`config.mk`:
```
export PLATFORM = sky130hd
export DESIGN_NAME = rs485_dual_port
export DESIGN_NICKNAME = d
export VERILOG_FILES = /design/src/rs485_pkg.sv /design/src/rs485_dual_port.sv
export SDC_FILE = /design/constraint.sdc
export NUM_CORES = 1
export LEC_CHECK = 0
export BUFFER_PORTS_ARGS = -buffer_cell sky130_fd_sc_hd__buf_2
export CORE_AREA = 2 2 255 257
export DETAILED_ROUTE_END_ITERATION = 7
export DIE_AREA = 0 0 257 259
export GPL_TIMING_DRIVEN = 1
export PLACE_DENSITY = 0.62
export SYNTH_ARGS = -nofsm -noshare
export SYNTH_HDL_FRONTEND = slang
export SYNTH_SLANG_ARGS = --single-unit
```
`constraint.sdc`:
```
create_clock -name sys_clk_i -period 4.1 [get_ports sys_clk_i]
set_clock_uncertainty 0.05 [all_clocks]
set_input_delay 0.41 -clock sys_clk_i [delete_from_list [all_inputs] [get_ports sys_clk_i]]
set_output_delay 0.41 -clock sys_clk_i [all_outputs]
set_load 0.02 [all_outputs]
```
`src/rs485_pkg.sv`:
```
// Purpose: Shared types and constants for the dual RS-485 line controller
// Assumes: 8 data bits, no parity, one stop bit; 16x oversampled bit timing
// Notes:   Line setting codes follow the strap positions of each port
package rs485_pkg;
	localparam int DATA_W     = 8;
	localparam int FIFO_DEPTH = 16;
	localparam int SKID_DEPTH = 2;
	localparam int BAUD_W     = 16;

	localparam logic [3:0] OVS_LAST   = 4'hF;
	localparam logic [3:0] OVS_HALF   = 4'h7;
	localparam logic [3:0] FRAME_LAST = 4'h9;
	localparam logic [2:0] DATA_LAST  = 3'h7;
	localparam logic [9:0] TX_IDLE_LINE = 10'h3FF;
	localparam logic [BAUD_W-1:0] BAUD_CNT_RST = 16'h0000;

	typedef enum logic {
		DRV_RTS  = 1'b0,
		DRV_AUTO = 1'b1
	} drv_mode_t;

	typedef enum logic {
		RX_ECHO    = 1'b0,
		RX_NO_ECHO = 1'b1
	} rx_echo_t;

	typedef enum logic {
		LINE_FULL_DUPLEX = 1'b0,
		LINE_MULTIDROP   = 1'b1
	} line_mode_t;

	typedef struct packed {
		rx_echo_t   rx_echo;
		line_mode_t line_mode;
	} echo_sel_t;

	typedef struct packed {
		logic              valid;
		logic [DATA_W-1:0] data;
	} byte_stream_t;

	typedef enum logic {
		TX_IDLE = 1'b0,
		TX_SEND = 1'b1
	} tx_state_t;

	typedef enum logic [1:0] {
		RX_IDLE  = 2'b00,
		RX_START = 2'b01,
		RX_DATA  = 2'b10,
		RX_STOP  = 2'b11
	} rx_state_t;
endpackage

```
`src/rs485_dual_port.sv`:
```
// Purpose: Two serial ports with RS-485 driver direction and receiver echo control
// Assumes: Host side is a byte stream per port; straps are static during traffic
// Notes:   Line pins are single ended; the transceiver sits outside
`timescale 1ns/1ps

// Notes on behaviour
// Only one node drives the bus; idle nodes keep their driver off.
// Rts keyed mode enables the driver exactly while rts is asserted.
// Automatic mode switches the driver from transmit activity, no software action.
// Echo setting leaves receiver on, so sent characters come back.
// No-echo setting mutes the receiver whenever the driver is on in multidrop; full duplex never mutes it.
// Full duplex keeps the driver always on; rts may reach the connector.
// Multidrop gates the driver by rts or automatic; no rts at connector.
// Full duplex passes rts to connector only with rts driver mode chosen.
// Each port has its own driver mode and echo selection.
// Serial controller has programmable baud and 16 byte transmit and receive fifos.
// Automatic driver turns on before start bit, off after final stop bit.
module rs485_dual_port (
	input  wire logic                         sys_clk_i,
	input  wire logic                         rst_i,
	input  wire logic [rs485_pkg::BAUD_W-1:0] port1_baud_div_i,
	input  wire rs485_pkg::drv_mode_t         port1_driver_mode_select_i,
	input  wire rs485_pkg::echo_sel_t         port1_echo_select_i,
	input  wire logic                         port1_rts_i,
	input  wire rs485_pkg::byte_stream_t      port1_tx_i,
	output logic                              port1_tx_ready_o,
	output rs485_pkg::byte_stream_t           port1_rx_o,
	input  wire logic                         port1_rx_ready_i,
	input  wire logic                         port1_rxd_i,
	output logic                              port1_txd_o,
	output logic                              port1_drv_en_o,
	output logic                              port1_rts_line_o,
	input  wire logic [rs485_pkg::BAUD_W-1:0] port2_baud_div_i,
	input  wire rs485_pkg::drv_mode_t         port2_driver_mode_select_i,
	input  wire rs485_pkg::echo_sel_t         port2_echo_select_i,
	input  wire logic                         port2_rts_i,
	input  wire rs485_pkg::byte_stream_t      port2_tx_i,
	output logic                              port2_tx_ready_o,
	output rs485_pkg::byte_stream_t           port2_rx_o,
	input  wire logic                         port2_rx_ready_i,
	input  wire logic                         port2_rxd_i,
	output logic                              port2_txd_o,
	output logic                              port2_drv_en_o,
	output logic                              port2_rts_line_o
);
	import rs485_pkg::*;

	// Separate instances share only clock and reset, so one port's straps cannot reach the other
	line_port u_port1 (
		.sys_clk_i(sys_clk_i), .rst_i(rst_i), .baud_div_i(port1_baud_div_i),
		.drv_mode_i(port1_driver_mode_select_i), .echo_sel_i(port1_echo_select_i), .rts_i(port1_rts_i),
		.tx_i(port1_tx_i), .tx_ready_o(port1_tx_ready_o), .rx_o(port1_rx_o), .rx_ready_i(port1_rx_ready_i),
		.rxd_i(port1_rxd_i), .txd_o(port1_txd_o), .drv_en_o(port1_drv_en_o), .rts_line_o(port1_rts_line_o)
	);

	line_port u_port2 (
		.sys_clk_i(sys_clk_i), .rst_i(rst_i), .baud_div_i(port2_baud_div_i),
		.drv_mode_i(port2_driver_mode_select_i), .echo_sel_i(port2_echo_select_i), .rts_i(port2_rts_i),
		.tx_i(port2_tx_i), .tx_ready_o(port2_tx_ready_o), .rx_o(port2_rx_o), .rx_ready_i(port2_rx_ready_i),
		.rxd_i(port2_rxd_i), .txd_o(port2_txd_o), .drv_en_o(port2_drv_en_o), .rts_line_o(port2_rts_line_o)
	);
endmodule

module byte_fifo #(
	parameter int DEPTH = 2
) (
	input  wire logic                        sys_clk_i,
	input  wire logic                        rst_i,
	input  wire logic                        in_valid_i,
	output logic                             in_ready_o,
	input  wire logic [rs485_pkg::DATA_W-1:0] in_data_i,
	output logic                             out_valid_o,
	input  wire logic                        out_ready_i,
	output logic [rs485_pkg::DATA_W-1:0]     out_data_o
);
	import rs485_pkg::*;
	localparam int PW = (DEPTH > 1) ? $clog2(DEPTH) : 1;
	localparam int CW = $clog2(DEPTH + 1);
	localparam logic [CW-1:0] FULL_CNT = CW'(DEPTH);
	localparam logic [PW-1:0] LAST_PTR = PW'(DEPTH - 1);

	logic [DATA_W-1:0] mem_q [DEPTH];
	logic [PW-1:0]     wr_ptr_q, wr_ptr_d, rd_ptr_q, rd_ptr_d;
	logic [CW-1:0]     count_q, count_d;
	logic              push, pop;

	assign in_ready_o  = (count_q != FULL_CNT);
	assign out_valid_o = (count_q != '0);
	assign out_data_o  = mem_q[rd_ptr_q];

	always_comb begin
		push     = in_valid_i & in_ready_o;
		pop      = out_valid_o & out_ready_i;
		wr_ptr_d = push ? ((wr_ptr_q == LAST_PTR) ? '0 : wr_ptr_q + 1'b1) : wr_ptr_q;
		rd_ptr_d = pop ? ((rd_ptr_q == LAST_PTR) ? '0 : rd_ptr_q + 1'b1) : rd_ptr_q;
		count_d  = count_q + CW'(push) - CW'(pop);
	end

	always_ff @(posedge sys_clk_i) begin
		if (rst_i) begin
			wr_ptr_q <= '0;
			rd_ptr_q <= '0;
			count_q  <= '0;
		end else begin
			wr_ptr_q <= wr_ptr_d;
			rd_ptr_q <= rd_ptr_d;
			count_q  <= count_d;
		end
	end

	always_ff @(posedge sys_clk_i) begin
		if (push) begin
			mem_q[wr_ptr_q] <= in_data_i;
		end
	end
	chk_fifo_full_stall: assert property (@(posedge sys_clk_i) disable iff (rst_i)
		(count_q == FULL_CNT) |-> !in_ready_o ##1 $stable(wr_ptr_q))
		else $error("fifo accepted a word while full");
	cov_fifo_full: cover property (@(posedge sys_clk_i) disable iff (rst_i) count_q == FULL_CNT);
endmodule

module line_port (
	input  wire logic                         sys_clk_i,
	input  wire logic                         rst_i,
	input  wire logic [rs485_pkg::BAUD_W-1:0] baud_div_i,
	input  wire rs485_pkg::drv_mode_t         drv_mode_i,
	input  wire rs485_pkg::echo_sel_t         echo_sel_i,
	input  wire logic                         rts_i,
	input  wire rs485_pkg::byte_stream_t      tx_i,
	output logic                              tx_ready_o,
	output rs485_pkg::byte_stream_t           rx_o,
	input  wire logic                         rx_ready_i,
	input  wire logic                         rxd_i,
	output logic                              txd_o,
	output logic                              drv_en_o,
	output logic                              rts_line_o
);
	import rs485_pkg::*;

	logic [BAUD_W-1:0] baud_cnt_q, baud_cnt_d;
	logic              tick, tx_valid, tx_pop, tx_go, auto_md, rts_md, full_dx;
	logic [DATA_W-1:0] tx_data, rxf_data;
	tx_state_t         tx_state_q, tx_state_d;
	logic [9:0]        tx_shift_q, tx_shift_d;
	logic [3:0]        tx_bits_q, tx_bits_d, tx_ovs_q, tx_ovs_d;
	logic              drv_en_q, drv_en_d, rts_line_q, rts_line_d;
	logic              rxd_meta_q, rxd_sync_q, rx_line;
	rx_state_t         rx_state_q, rx_state_d;
	logic [3:0]        rx_ovs_q, rx_ovs_d;
	logic [2:0]        rx_bits_q, rx_bits_d;
	logic [DATA_W-1:0] rx_shift_q, rx_shift_d;
	logic              rx_push_q, rx_push_d, rxf_valid, rxf_ready;

	assign full_dx = (echo_sel_i.line_mode == LINE_FULL_DUPLEX);
	assign auto_md = !full_dx && (drv_mode_i == DRV_AUTO);
	assign rts_md  = !full_dx && (drv_mode_i == DRV_RTS);
	assign tick    = (baud_cnt_q == baud_div_i);
	// Auto mode holds the first start bit until the driver is already on
	assign tx_go   = tick && tx_valid && (!auto_md || drv_en_q);
	// In multidrop without echo, listen to idle while talking, so own characters never arrive
	assign rx_line = (!full_dx && echo_sel_i.rx_echo == RX_NO_ECHO && drv_en_q) ? 1'b1 : rxd_sync_q;

	assign txd_o      = tx_shift_q[0];
	assign drv_en_o   = drv_en_q;
	assign rts_line_o = rts_line_q;

	always_comb begin
		baud_cnt_d = tick ? BAUD_CNT_RST : baud_cnt_q + 1'b1;
		if (full_dx) begin
			drv_en_d = 1'b1;
		end else if (rts_md) begin
			drv_en_d = rts_i;
		end else begin
			drv_en_d = tx_valid || (tx_state_q == TX_SEND);
		end
		rts_line_d = full_dx && (drv_mode_i == DRV_RTS) && rts_i;
	end

	always_comb begin
		tx_state_d = tx_state_q;
		tx_shift_d = tx_shift_q;
		tx_bits_d  = tx_bits_q;
		tx_ovs_d   = tx_ovs_q;
		tx_pop     = 1'b0;
		unique case (tx_state_q)
			TX_IDLE: begin
				if (tx_go) begin
					tx_shift_d = {1'b1, tx_data, 1'b0};
					tx_bits_d  = 4'h0;
					tx_ovs_d   = 4'h0;
					tx_pop     = 1'b1;
					tx_state_d = TX_SEND;
				end
			end
			TX_SEND: begin
				if (tick) begin
					tx_ovs_d = tx_ovs_q + 4'h1;
					if (tx_ovs_q == OVS_LAST) begin
						tx_shift_d = {1'b1, tx_shift_q[9:1]};
						tx_bits_d  = tx_bits_q + 4'h1;
						// Busy covers the whole stop bit before the driver may drop
						if (tx_bits_q == FRAME_LAST) begin
							tx_state_d = TX_IDLE;
						end
					end
				end
			end
		endcase
	end

	always_comb begin
		rx_state_d = rx_state_q;
		rx_ovs_d   = rx_ovs_q;
		rx_bits_d  = rx_bits_q;
		rx_shift_d = rx_shift_q;
		rx_push_d  = 1'b0;
		unique case (rx_state_q)
			RX_IDLE: begin
				if (!rx_line) begin
					rx_ovs_d   = 4'h0;
					rx_state_d = RX_START;
				end
			end
			RX_START: begin
				if (tick) begin
					rx_ovs_d = rx_ovs_q + 4'h1;
					if (rx_ovs_q == OVS_HALF) begin
						rx_ovs_d   = 4'h0;
						rx_bits_d  = 3'h0;
						// A glitch shorter than half a bit is not a start
						rx_state_d = rx_line ? RX_IDLE : RX_DATA;
					end
				end
			end
			RX_DATA: begin
				if (tick) begin
					rx_ovs_d = rx_ovs_q + 4'h1;
					if (rx_ovs_q == OVS_LAST) begin
						rx_shift_d = {rx_line, rx_shift_q[DATA_W-1:1]};
						rx_bits_d  = rx_bits_q + 3'h1;
						if (rx_bits_q == DATA_LAST) begin
							rx_state_d = RX_STOP;
						end
					end
				end
			end
			RX_STOP: begin
				if (tick) begin
					rx_ovs_d = rx_ovs_q + 4'h1;
					if (rx_ovs_q == OVS_LAST) begin
						rx_push_d  = rx_line;
						rx_state_d = RX_IDLE;
					end
				end
			end
		endcase
	end

	always_ff @(posedge sys_clk_i) begin
		if (rst_i) begin
			baud_cnt_q <= BAUD_CNT_RST;
			drv_en_q   <= 1'b0;
			rts_line_q <= 1'b0;
			tx_state_q <= TX_IDLE;
			tx_shift_q <= TX_IDLE_LINE;
			tx_bits_q  <= 4'h0;
			tx_ovs_q   <= 4'h0;
			rxd_meta_q <= 1'b1;
			rxd_sync_q <= 1'b1;
			rx_state_q <= RX_IDLE;
			rx_ovs_q   <= 4'h0;
			rx_bits_q  <= 3'h0;
			rx_shift_q <= '0;
			rx_push_q  <= 1'b0;
		end else begin
			baud_cnt_q <= baud_cnt_d;
			drv_en_q   <= drv_en_d;
			rts_line_q <= rts_line_d;
			tx_state_q <= tx_state_d;
			tx_shift_q <= tx_shift_d;
			tx_bits_q  <= tx_bits_d;
			tx_ovs_q   <= tx_ovs_d;
			rxd_meta_q <= rxd_i;
			rxd_sync_q <= rxd_meta_q;
			rx_state_q <= rx_state_d;
			rx_ovs_q   <= rx_ovs_d;
			rx_bits_q  <= rx_bits_d;
			rx_shift_q <= rx_shift_d;
			rx_push_q  <= rx_push_d;
		end
	end

	byte_fifo #(.DEPTH(FIFO_DEPTH)) u_tx_fifo (
		.sys_clk_i(sys_clk_i), .rst_i(rst_i), .in_valid_i(tx_i.valid), .in_ready_o(tx_ready_o),
		.in_data_i(tx_i.data), .out_valid_o(tx_valid), .out_ready_i(tx_pop), .out_data_o(tx_data)
	);
	// The line cannot be stalled; a full receive path drops the new byte
	byte_fifo #(.DEPTH(FIFO_DEPTH)) u_rx_fifo (
		.sys_clk_i(sys_clk_i), .rst_i(rst_i), .in_valid_i(rx_push_q), .in_ready_o(),
		.in_data_i(rx_shift_q), .out_valid_o(rxf_valid), .out_ready_i(rxf_ready), .out_data_o(rxf_data)
	);
	byte_fifo #(.DEPTH(SKID_DEPTH)) u_rx_skid (
		.sys_clk_i(sys_clk_i), .rst_i(rst_i), .in_valid_i(rxf_valid), .in_ready_o(rxf_ready),
		.in_data_i(rxf_data), .out_valid_o(rx_o.valid), .out_ready_i(rx_ready_i), .out_data_o(rx_o.data)
	);
	chk_rts_keys_driver: assert property (@(posedge sys_clk_i) disable iff (rst_i)
		rts_md |=> (drv_en_q == $past(rts_i)))
		else $error("driver enable does not follow rts");
	chk_auto_start_on: assert property (@(posedge sys_clk_i) disable iff (rst_i)
		(auto_md && tx_state_q == TX_IDLE && tx_state_d == TX_SEND) |-> drv_en_q)
		else $error("start bit sent with driver off");
	chk_auto_hold_on: assert property (@(posedge sys_clk_i) disable iff (rst_i)
		(auto_md && tx_state_q == TX_SEND) |=> drv_en_q)
		else $error("driver dropped mid character");
	chk_auto_release: assert property (@(posedge sys_clk_i) disable iff (rst_i)
		(auto_md && tx_state_q == TX_IDLE && !tx_valid) |=> !drv_en_q)
		else $error("driver left on with nothing to send");
	chk_full_duplex_on: assert property (@(posedge sys_clk_i) disable iff (rst_i)
		full_dx |=> drv_en_q)
		else $error("full duplex driver not enabled");
	chk_rts_line_out: assert property (@(posedge sys_clk_i) disable iff (rst_i)
		full_dx |=> (rts_line_q == ($past(rts_i) && $past(drv_mode_i) == DRV_RTS)))
		else $error("rts line output wrong in full duplex");
	chk_multidrop_rts_off: assert property (@(posedge sys_clk_i) disable iff (rst_i)
		!full_dx |=> !rts_line_q)
		else $error("rts reached connector in multidrop");
	chk_no_echo_mute: assert property (@(posedge sys_clk_i) disable iff (rst_i)
		(!full_dx && echo_sel_i.rx_echo == RX_NO_ECHO && drv_en_q && rx_state_q == RX_IDLE) |=>
		(rx_state_q == RX_IDLE))
		else $error("receiver active while talking without echo");
	chk_echo_listens: assert property (@(posedge sys_clk_i) disable iff (rst_i)
		(echo_sel_i.rx_echo == RX_ECHO) |-> (rx_line == rxd_sync_q))
		else $error("echo mode receiver not on line");
	cov_auto_frame: cover property (@(posedge sys_clk_i) disable iff (rst_i)
		auto_md && tx_state_q == TX_SEND ##1 tx_state_q == TX_IDLE ##1 !drv_en_q);
	cov_rx_byte: cover property (@(posedge sys_clk_i) disable iff (rst_i) rx_push_q);
	cov_rts_send: cover property (@(posedge sys_clk_i) disable iff (rst_i) rts_md && drv_en_q && tx_pop);
endmodule

```
-- Yosys cells after proc, flatten, opt, wreduce, memory -nomap -nowiden
Memory sizes are Yosys's and may differ from the RTL's. A register that Yosys moved wholly into a read port is not among the register bits.
Index checks and enable logic that the tools add are counted.
- add/subtract/negate cells: 34
- equality and inequality tests: 56
- multiplexer cells: 114
- bitwise logic cells: 22
- reductions and logical operators: 50
- operators by type and width (kind ; number):
    two-way mux 4 bit ; 32
    two-way mux 10 bit ; 6
    adder 4 x 1 -> 4 bit, second input constant ; 14
    equality test 4 bit, second input constant ; 14
    inequality test 2 x 1 -> 1 bit, second input constant ; 20
    one-hot mux 10 bit (2 select lines) ; 2
    two-way mux 1 bit ; 36
    two-way mux 2 bit ; 18
    adder 16 x 1 -> 16 bit, second input constant ; 2
    equality test 16 bit ; 2
    one-hot mux 4 bit (2 select lines) ; 4
    two-way mux 3 bit ; 8
    one-hot mux 4 bit (3 select lines) ; 2
    adder 5 x 1 -> 5 bit ; 4
    inequality test 5 bit, second input constant ; 4
    nonzero test 5 bit ; 4
    subtractor 5 x 1 -> 5 bit ; 4
    AND reduction 3 bit ; 6
    logical AND 1 bit ; 16
    one-hot mux 2 bit (4 select lines) ; 2
    AND reduction 8 bit ; 2
    inequality test 2 bit, second input constant ; 6
    inverter 1 bit ; 12
    one-hot mux 3 bit (2 select lines) ; 2
    other kinds (18) ; 54
- flip-flop bits (word level): 174
- bits in writable memories: 544
- bits of input ports: 64
- output and inout bits: 26
- logic and storage cells: 328
- memories kept: 6
- memories (name ; depth ; width ; rd ports ; clocked after memory_dff ; write ports ; line ; text):
    u_port1.u_rx_fifo.mem_q ; 16 ; 8 ; 1 ; 1 ; 1 ; rs485_dual_port.sv:82 ; logic [DATA_W-1:0] mem_q [DEPTH];
    u_port1.u_tx_fifo.mem_q ; 16 ; 8 ; 1 ; 1 ; 1 ; rs485_dual_port.sv:82 ;
    u_port2.u_rx_fifo.mem_q ; 16 ; 8 ; 1 ; 1 ; 1 ; rs485_dual_port.sv:82 ;
    u_port2.u_tx_fifo.mem_q ; 16 ; 8 ; 1 ; 1 ; 1 ; rs485_dual_port.sv:82 ;
    u_port1.u_rx_skid.mem_q ; 2 ; 8 ; 1 ; 1 ; 1 ; rs485_dual_port.sv:82 ;
    u_port2.u_rx_skid.mem_q ; 2 ; 8 ; 1 ; 1 ; 1 ; rs485_dual_port.sv:82 ;

-- Longest topological paths before layout
Gate-level depths: netlist of run 1.
- depth after elaboration: 9
- gate-level depth with buffers: 15
- mapped depth without buffers: 14

-- Cells and area by module
From an unflattened synthesis of run 1, not the netlist that was laid out.
- cell total of the unflattened synthesis: 1946
- area total of the unflattened synthesis: 30448.0 µm²
- modules (own cells, without submodules) (module ; instances ; cells each ; area each (µm²) ; sequential area each (µm²)):
    byte_fifo (u_port1.u_rx_fifo ...) ; 4 ; 305 ; 5818.1 ; 4184.0
    line_port (u_port1) ; 1 ; 314 ; 2770.2 ; 1121.1
    line_port (u_port2) ; 1 ; 308 ; 2723.9 ; 1121.1
    byte_fifo (u_port1.u_rx_skid ...) ; 2 ; 52 ; 840.8 ; 580.6

-- Worst setup path after synthesis of run 1
OpenSTA, ideal clock, no wires.
- path type: reg-to-reg
- start point: reg u_port1.u_tx_fifo.count_q[3]
- end point: reg u_port1.u_tx_fifo.count_q[4]
- setup time: 70 ps
- arrival time: 3010 ps
- data required time: 3980 ps
- setup slack: 969 ps
- cell stages (with the launch flop): 16
- buffers on the path: 1
- clock period less this slack: 3131 ps
- cell sequence: dfxtp_1 -> inv_1 -> ha_1 -> or4b_2 -> o21ai_0 -> nor2_1 -> and2_1 -> clkbuf_1 -> nand2_1 -> nand2_1 -> ha_1 -> fa_1 -> a21oi_1 -> nor2_1 -> or3_1 -> a21oi_1
- word-level cells in the longest chain between the ends: 7
- elaborated cells on any way between the ends: 10
- those cells by class: add/sub: 2; eq/ne: 1; mux: 2; bitwise: 2; reduce/logical: 3
- RTL lines (element ; line ; text):
    start: declaration ; rs485_dual_port.sv:84 ; logic [CW-1:0] count_q, count_d;
    start signal: assignment ; rs485_dual_port.sv:107 ; count_q <= count_d;
    parallel branches: the longest is 6 deep, another holds adder 5 x 1 -> 5 bit ; n/a ;
    subtractor 5 x 1 -> 5 bit (*) ; rs485_dual_port.sv:96 ; count_d = count_q + CW'(push) - CW'(pop);
Mark *: on every way between the ends.
A chain may end at the register's enable or synchronous reset.

-- Worst setup path in the final report of run 1
Ends and elaborated chain as after synthesis.

==> results by group, run 1 <==
Floorplan
  – Num ports: 90
  – Core area: 63900 um2
  – Die width: 257 um
  – Rows: 93
  – Initial Util: 0.465
  – Die area: approximately 67000 um2
  – Die height: 259 um

Synthesis
  – Mean post-synth cell area: 15.5 um2
  – Synthesized instance count: 1919
  – Post-synth ARST share: 0
  – Seq/Total Area, Yosys: 0.677
  – Synth warn: 0
  – Synth Net Count: roughly 2100
  – Netlist cell types: 55
  – Mapped cell area: 29700 um2
  – #FFs+latches synth: ~730
  – Top FF cell, synth: edfxtp_1
  – EDFF count, synth: 544

STA
  – Slew @ Worst Pin: between 1 and 1.5 ns
  – Max Clk Rate: 293 MHz
  – RSZ-0062 raised after global routing: false
  – Pins Over Slew Limit: 0
  – Crit path time final: 3.41 ns
  – Fraction of the cycle the final worst path needs: 0.833
  – Rel. slew slack: 0.312
  – # setup viols final: 0
  – Setup TNS: 0 ns
  – Count of final hold-check violations: 0

Finish
  – Layout cell share with drive strength beyond 1: 0.202
  – Design Area, Final: around 34000 um2
  – Filler cells: 5177
  – # diodes: 0
  – Final Util: 0.530
  – Area growth syn-to-layout: 13.9%
  – Fin nets: roughly 2200

GRT
  – Total grt overflow: 0
  – First-pass GRT wire length: 90.3 mm
  – GRT busiest layer: met2
  – Initial antenna violation count: 0
  – Met3 Use GR: 0.0301
  – Vias in the first global route: 16500
  – Largest net degree at the start of global routing: 48
  – Met2 usage: 0.283
  – Met1 GRT Util: 0.236
  – GRT Util Overall: 0.172

Clocking
  – Setup Fix Bufs, Post-CTS: 0
  – Root Buffer: clkbuf_16
  – Worst-Skew Late Latency: just over 0.6 ns
  – Hold Buf Count CTS: 5
  – CTS clk-pin slew, worst paths: 0.06 ns
  – Clk sinks: between 700 and 800
  – CTS max path bufs: 3
  – Number of CTS-inserted buffers: 78
  – CTS tree: built
  – Post-cts gate resize count: 0
  – H-tree levels: 3

Place
  – GPL Wtd Cong: 0.823
  – Port Buffers: 89
  – HPWL Detailed: between 30 and 40 mm
  – Area after DPL: slightly above 30000 um2

Power and ir drop
  – Logic pwr share: 0.113
  – Int Pwr: 13.4 mW
  – Psw: 4.23 mW
  – Sequential share of power: 0.487
  – VDD IR max: about 0.33 mV
  – Clock Power Share: 0.400
  – Pwr dens: 521 nW/um2
  – Leakage: 10.4 nW
  – Switching Share: 0.240

Detailed routing
  – 1st-pass router iterations: 7
  – Antenna-violating nets left: 0
  – Routed wire length: 56.6 mm
  – Iteration-0 DRC Markers: 1178
  – Vias/cell: about 5.4
  – Vias after detailed routing: 16000
  – # DRC: 0
  – Per-cell routed wire length: 19.1 um

Setup path
  – Crit path arrival time: 3.90 ns
  – Kind of critical path: flip-flop to flip-flop
  – Setup crit end kind: flip-flop
  – Crit Path Max Fanout: 6
  – Critical path startpoint category: flip-flop
  – Crit path required time: roughly 4.6 ns

Min path
  – Min-delay worst type: primary input to flip-flop

Run
  – Max Cap Viol: 0

Run status
  – Status: finished clean
==> final timing paths <==
path | startpoint | end | slack, ns | cells past startpoint
worst max-delay path | u_port1.u_tx_fifo.count_q[3]$_SDFF_PP0_ | u_port1.u_tx_fifo.count_q[4]$_SDFF_PP0_ | 0.69 | 14
worst min-delay path | port2_echo_select_i[0] | u_port2.drv_en_o$_SDFF_PP0_ | 0.08 | 2
worst max register to register | u_port1.u_tx_fifo.count_q[3]$_SDFF_PP0_ | u_port1.u_tx_fifo.count_q[4]$_SDFF_PP0_ | 0.69 | 14
worst min register to register | u_port2.rxd_meta_q$_SDFF_PP1_ | u_port2.rxd_sync_q$_SDFF_PP1_ | 0.37 | 1
==> synth_stat cells (2+ instances only) <==
library cell,instances,share of area
a31oi_1,10,0.0021
a32oi_1,13,0.0038
o21ai_0,36,0.0061
inv_1,66,0.0083
a222oi_1,7,0.0024
nor3b_1,4,0.0010
nand2b_1,12,0.0025
nor2_1,185,0.023
nor3_1,40,0.0067
xnor2_1,58,0.017
a21o_1,10,0.0025
nand3_1,39,0.0066
nand4_1,17,0.0036
mux2i_1,49,0.016
dfxtp_1,190,0.13
edfxtp_1,544,0.55
mux2_2,25,0.0095
buf_4,4,0.0010
fa_1,4,0.0027
mux4_2,132,0.10
or3_1,8,0.0017
a311oi_1,5,0.0015
clkbuf_1,51,0.0064
nand2_1,83,0.010
and2_1,13,0.0027
a211oi_1,12,0.0030
and4_1,4,0.0012
a221oi_1,7,0.0021
buf_1,10,0.0013
xor2_1,36,0.011
a22o_1,2,0.00059
nor4b_1,6,0.0018
a22oi_1,11,0.0028
a31o_2,6,0.0018
ha_1,71,0.030
and3_1,15,0.0032
a21oi_1,66,0.011
nor4_1,4,0.00084
nor2b_1,20,0.0042
or2_2,9,0.0019
buf_2,21,0.0035
==> cells in the final DEF (no fill, tap or decap), types with 10 or more instances in the layout <==
cell	synthesis	layout
a22oi_1	11	11
mux4_2	132	132
a211oi_1	12	12
a32oi_1	13	13
nand2_1	83	83
nand3_1	39	39
clkbuf_8	0	10
mux2_2	25	25
xnor2_1	58	58
nor2_1	185	185
a21oi_1	66	66
buf_2	21	88
a21o_1	10	10
nor3_1	40	37
and3_1	15	15
nand4_1	17	17
inv_1	66	66
clkbuf_16	0	84
a31oi_1	10	10
mux2i_1	49	49
o21ai_0	36	36
xor2_1	36	36
edfxtp_1	544	544
clkbuf_1	51	22
and2_1	13	13
dfxtp_1	190	184
nor2b_1	20	20
buf_4	4	36
nand2b_1	12	12
clkinv_2	0	11
ha_1	71	71
==> worst max-delay path: stages, from the launching register on <==
cell and delay (ns):
dfxtp_1 0.32, inv_1 0.08, ha_1 0.16, or4b_2 0.60, o21ai_0 0.22, nor2_1 0.13, and2_1 0.26, nand2_1 0.15
nand2_1 0.08, ha_1 0.20, fa_1 0.40, a21oi_1 0.16, nor2_1 0.07, or3_1 0.34, a21oi_1 0.13
==> per-stage QoR <==
| stage | cells | setup slack [ns] | hold WS [ns] | total power [mW] |
|---|---|---|---|---|
| 3_3_place_gp | 2812 | 0.743 | 0.354 | 10.7 |
| 5_1_grt | 2962 | 0.370 | 0.0507 | 18.4 |
| 2_1_floorplan | 1919 | 0.969 | 0.339 | 10.2 |
| 4_1_cts | 2962 | 0.678 | 0.0142 | 17.9 |
| 6_report | 2962 | 0.686 | 0.0754 | 17.6 |
| 3_5_place_dp | 2812 | 0.699 | 0.350 | 10.8 |
==> power by group through the flow <==
stage	registers (mW)	clock network, mW	logic, mW
floorplan	8.51	0	1.69
global placement	8.75	0	1.94
detailed placement	8.76	0	2.01
CTS	8.61	7.24	2.03
global route	8.64	7.54	2.26
finish	8.59	7.06	1.98
==> kinds of logic (layout without fill, tap and decap cells) <==
kind of cell    after synthesis  count (layout)  synth area share
compound gates              191             191            0.0414
xor+xnor                     94              94            0.0277
fa+ha+maj                    75              75            0.0326
buf+inv                     152             340            0.0206
flops                       734             734             0.677
mux                         206             206             0.126
simple gates                467             467            0.0745
==> registers in the layout, summed over array words and instances (netlist names), 5 cells and up, named ones only <==
register,flops
u_port2.u_tx_fifo.count_q,5
u_port1.tx_shift_q,9
u_port1.baud_cnt_q,16
u_port2.rx_shift_q,8
u_port1.u_rx_skid.mem_q,16
u_port1.u_rx_fifo.mem_q,128
u_port1.u_tx_fifo.count_q,5
u_port2.u_tx_fifo.mem_q,128
u_port1.rx_shift_q,8
u_port2.u_rx_fifo.count_q,5
u_port2.tx_shift_q,9
u_port1.u_rx_fifo.count_q,5
u_port1.u_tx_fifo.mem_q,128
u_port2.u_rx_fifo.mem_q,128
u_port2.u_rx_skid.mem_q,16
u_port2.baud_cnt_q,16
==> per-layer routing <==
| layer | part of all wire | up-vias |
|---|---|---|
| li1 | - | 7544 |
| met1 | 0.45 | 8062 |
| met2 | 0.48 | 326 |
| met3 | 0.048 | 83 |
| met4 | 0.020 | 0 |
| met5 | 0 | - |
==> layout make-up <==
| type | count | area [um2] | share of cell area |
|---|---|---|---|
| multi-input combinational | 1033 | 9010 | 0.266 |
| tap | 855 | 1070 | 0.0316 |
| clock buffer | 116 | 2320 | 0.0686 |
| sequential | 734 | 20100 | 0.595 |
| clock inverter | 29 | 300 | 0.00887 |
| inverter | 66 | 248 | 0.00732 |
| timing repair buffer | 129 | 761 | 0.0225 |
Power figures use the tool's default switching activity.
==> inputs of run 2 (changes only) <==
Settings changed: PLACE_DENSITY 0.62 to 0.64.
Clock period 4.1 ns to 2.9 ns, I/O delays scaled along.
==> run 2 against run 1 <==
  * Critical path type unchanged
  * Critical path depth is the same
  * Die area is the same
  * Final area rose by 2.9%
  * Critical endpoint is now u_port2.u_tx_fifo.count_q[4]$_SDFF_PP0_
  * Sequential power rose by 40%
  * First-iteration DRC count fell by 1.9%
  * Combinational power is 64% higher
  * Highest routed layer unchanged
  * Non-clock buffer count increased by 101
  * Global-route usage up 0.24 points
==> results by group, run 2 (synthesis gave the netlist of run 1 again) <==
Run status
  – Status: finished clean

Detailed routing
  – Vias after detailed routing: 16400
  – Vias/cell: 5.34
  – Iteration-0 DRC Markers: 1156
  – Per-cell routed wire length: 18.7 um
  – 1st-pass router iterations: 7
  – Routed wire length: roughly 57 mm
  – Antenna-violating nets left: 0
  – # DRC: 0

GRT
  – GRT Util Overall: 0.174
  – Largest net degree at the start of global routing: 142
  – First-pass GRT wire length: 92.5 mm
  – Initial antenna violation count: 0
  – Total grt overflow: 0
  – Vias in the first global route: 17200

STA
  – Setup TNS: 0 ns
  – Fraction of the cycle the final worst path needs: 0.989
  – Crit path time final: 2.87 ns
  – # setup viols final: 0
  – Slew @ Worst Pin: 0.819 ns
  – Count of final hold-check violations: 0
  – RSZ-0062 raised after global routing: true
  – Max Clk Rate: 349 MHz
  – Pins Over Slew Limit: 0
  – Rel. slew slack: 0.453

Place
  – Area after DPL: 31800 um2
  – Inst Count DP: 2891
  – HPWL Detailed: 37.8 mm
  – Port Buffers: approximately 90
  – GPL Wtd Cong: 0.823

Finish
  – Layout cell share with drive strength beyond 1: 0.250
  – # diodes: 0
  – Design Area, Final: 34800 um2
  – Commonest non-fill, non-tap cell in the layout: edfxtp_1
  – Final Util: 0.545
  – Final Non-Filler Cells: roughly 3100
  – Area growth syn-to-layout: 17.1%
  – Fin nets: between 2000 and 2500
  – Most frequent cells in the layout: edfxtp_1 (544), nor2_1 (182), dfxtp_1 (168), mux4_2 (132), buf_4 (117)

Setup path
  – Crit-path cells: xnor2_1, nand4_1, nor4_4, buf_6, nand2_4, inv_4, ha_4, inv_2, ha_4, fa_2, a21oi_2, nor2_2, or3_1, a21oi_2
  – Kind of critical path: flip-flop to flip-flop
  – CP max stage delay: 0.42 ns
  – Top delay family on crit path: simple AND/OR/NAND/NOR gates
  – Setup crit end kind: flip-flop
  – Critical path startpoint category: flip-flop
  – Slowest stage cell on the critical path: nor4_4
  – Crit path arrival time: 3.35 ns
  – Crit path required time: 3.38 ns
  – Crit Path Max Fanout: 2
  – CP Buf/Inv Count: 3

Power and ir drop
  – Pwr dens: 719 nW/um2
  – Leakage: 11.0 nW
  – Design Power: 25.0 mW
  – VDD IR max: 0.488 mV

Floorplan
  – Num ports: 90
  – Die width: 257 um
  – Initial Util: 0.465
  – Core area: about 64000 um2
  – Rows: 93
  – Die height: 259 um
  – Die area: 66600 um2

Clocking
  – Number of CTS-inserted buffers: a little under 80
  – CTS clk-pin slew, worst paths: 0.06 ns
  – CTS tree: built
  – Clk sinks: ~730
  – H-tree levels: 3
  – Worst-Skew Late Latency: between 0.6 and 0.7 ns
  – CTS max path bufs: 3
  – Root Buffer: clkbuf_16

Min path
  – Min-delay worst type: primary input to flip-flop

Run
  – Max Cap Viol: 0
-- run 2: final timing paths --
kind | from | endpoint | slack [ns] | cells after the start
max | u_port2.baud_cnt_q[0]$_SDFF_PP0_ | u_port2.u_tx_fifo.count_q[4]$_SDFF_PP0_ | 0.03 | 14
min | port2_tx_i[6] | u_port2.u_tx_fifo.mem_q[3][6]$_DFFE_PP_ | 0.04 | 1
max reg2reg | u_port2.baud_cnt_q[0]$_SDFF_PP0_ | u_port2.u_tx_fifo.count_q[4]$_SDFF_PP0_ | 0.03 | 14
min reg2reg | u_port2.rxd_meta_q$_SDFF_PP1_ | u_port2.rxd_sync_q$_SDFF_PP1_ | 0.36 | 1
-- run 2: stage by stage --
stage / setup WS [ns] / hold WS (ns)
after floorplan: 0.000303 / 0.317
after global placement: -0.135 / 0.347
after detailed placement: -0.164 / 0.348
after CTS: -0.0215 / 0.00232
after global routing: -0.122 / 0.0251
final: 0.0321 / 0.0364
-- run 2: layout make-up --
class                   count  area (um2)
well taps                 855        1070
inverters                  66         250
flip-flops and latches    734       20200
clock buffers             101        2190
multi-input cells        1033        9140
repair buffers            230        1620
fillers                  5036       29100
clock inverters            45         388
-- run 2: timing repair --
item,4_1_cts,5_1_grt
pin swaps,10,19
buffers inserted,6,2
gates resized for setup,16,35
hold buffers,19,0
endpoints found under the setup margin,2,2
hold endpoints to repair,129,0
-- run 2: where the power goes --
| group | total [mW] | leakage [nW] | switching [mW] | internal (mW) |
|---|---|---|---|---|
| Clock | 9.83 | 1.25 | 3.96 | 5.87 |
| Combinational | 3.25 | 3.86 | 1.77 | 1.48 |
| Sequential | 12.0 | 5.85 | 0.316 | 11.6 |
-- run 2: metal layers --
metal / global-route usage / routed length [um]
met5: 0 / 0
met2: 0.302 / 28500
met1: 0.226 / 25300
met4: 0.0552 / 1160
met3: 0.0279 / 2240
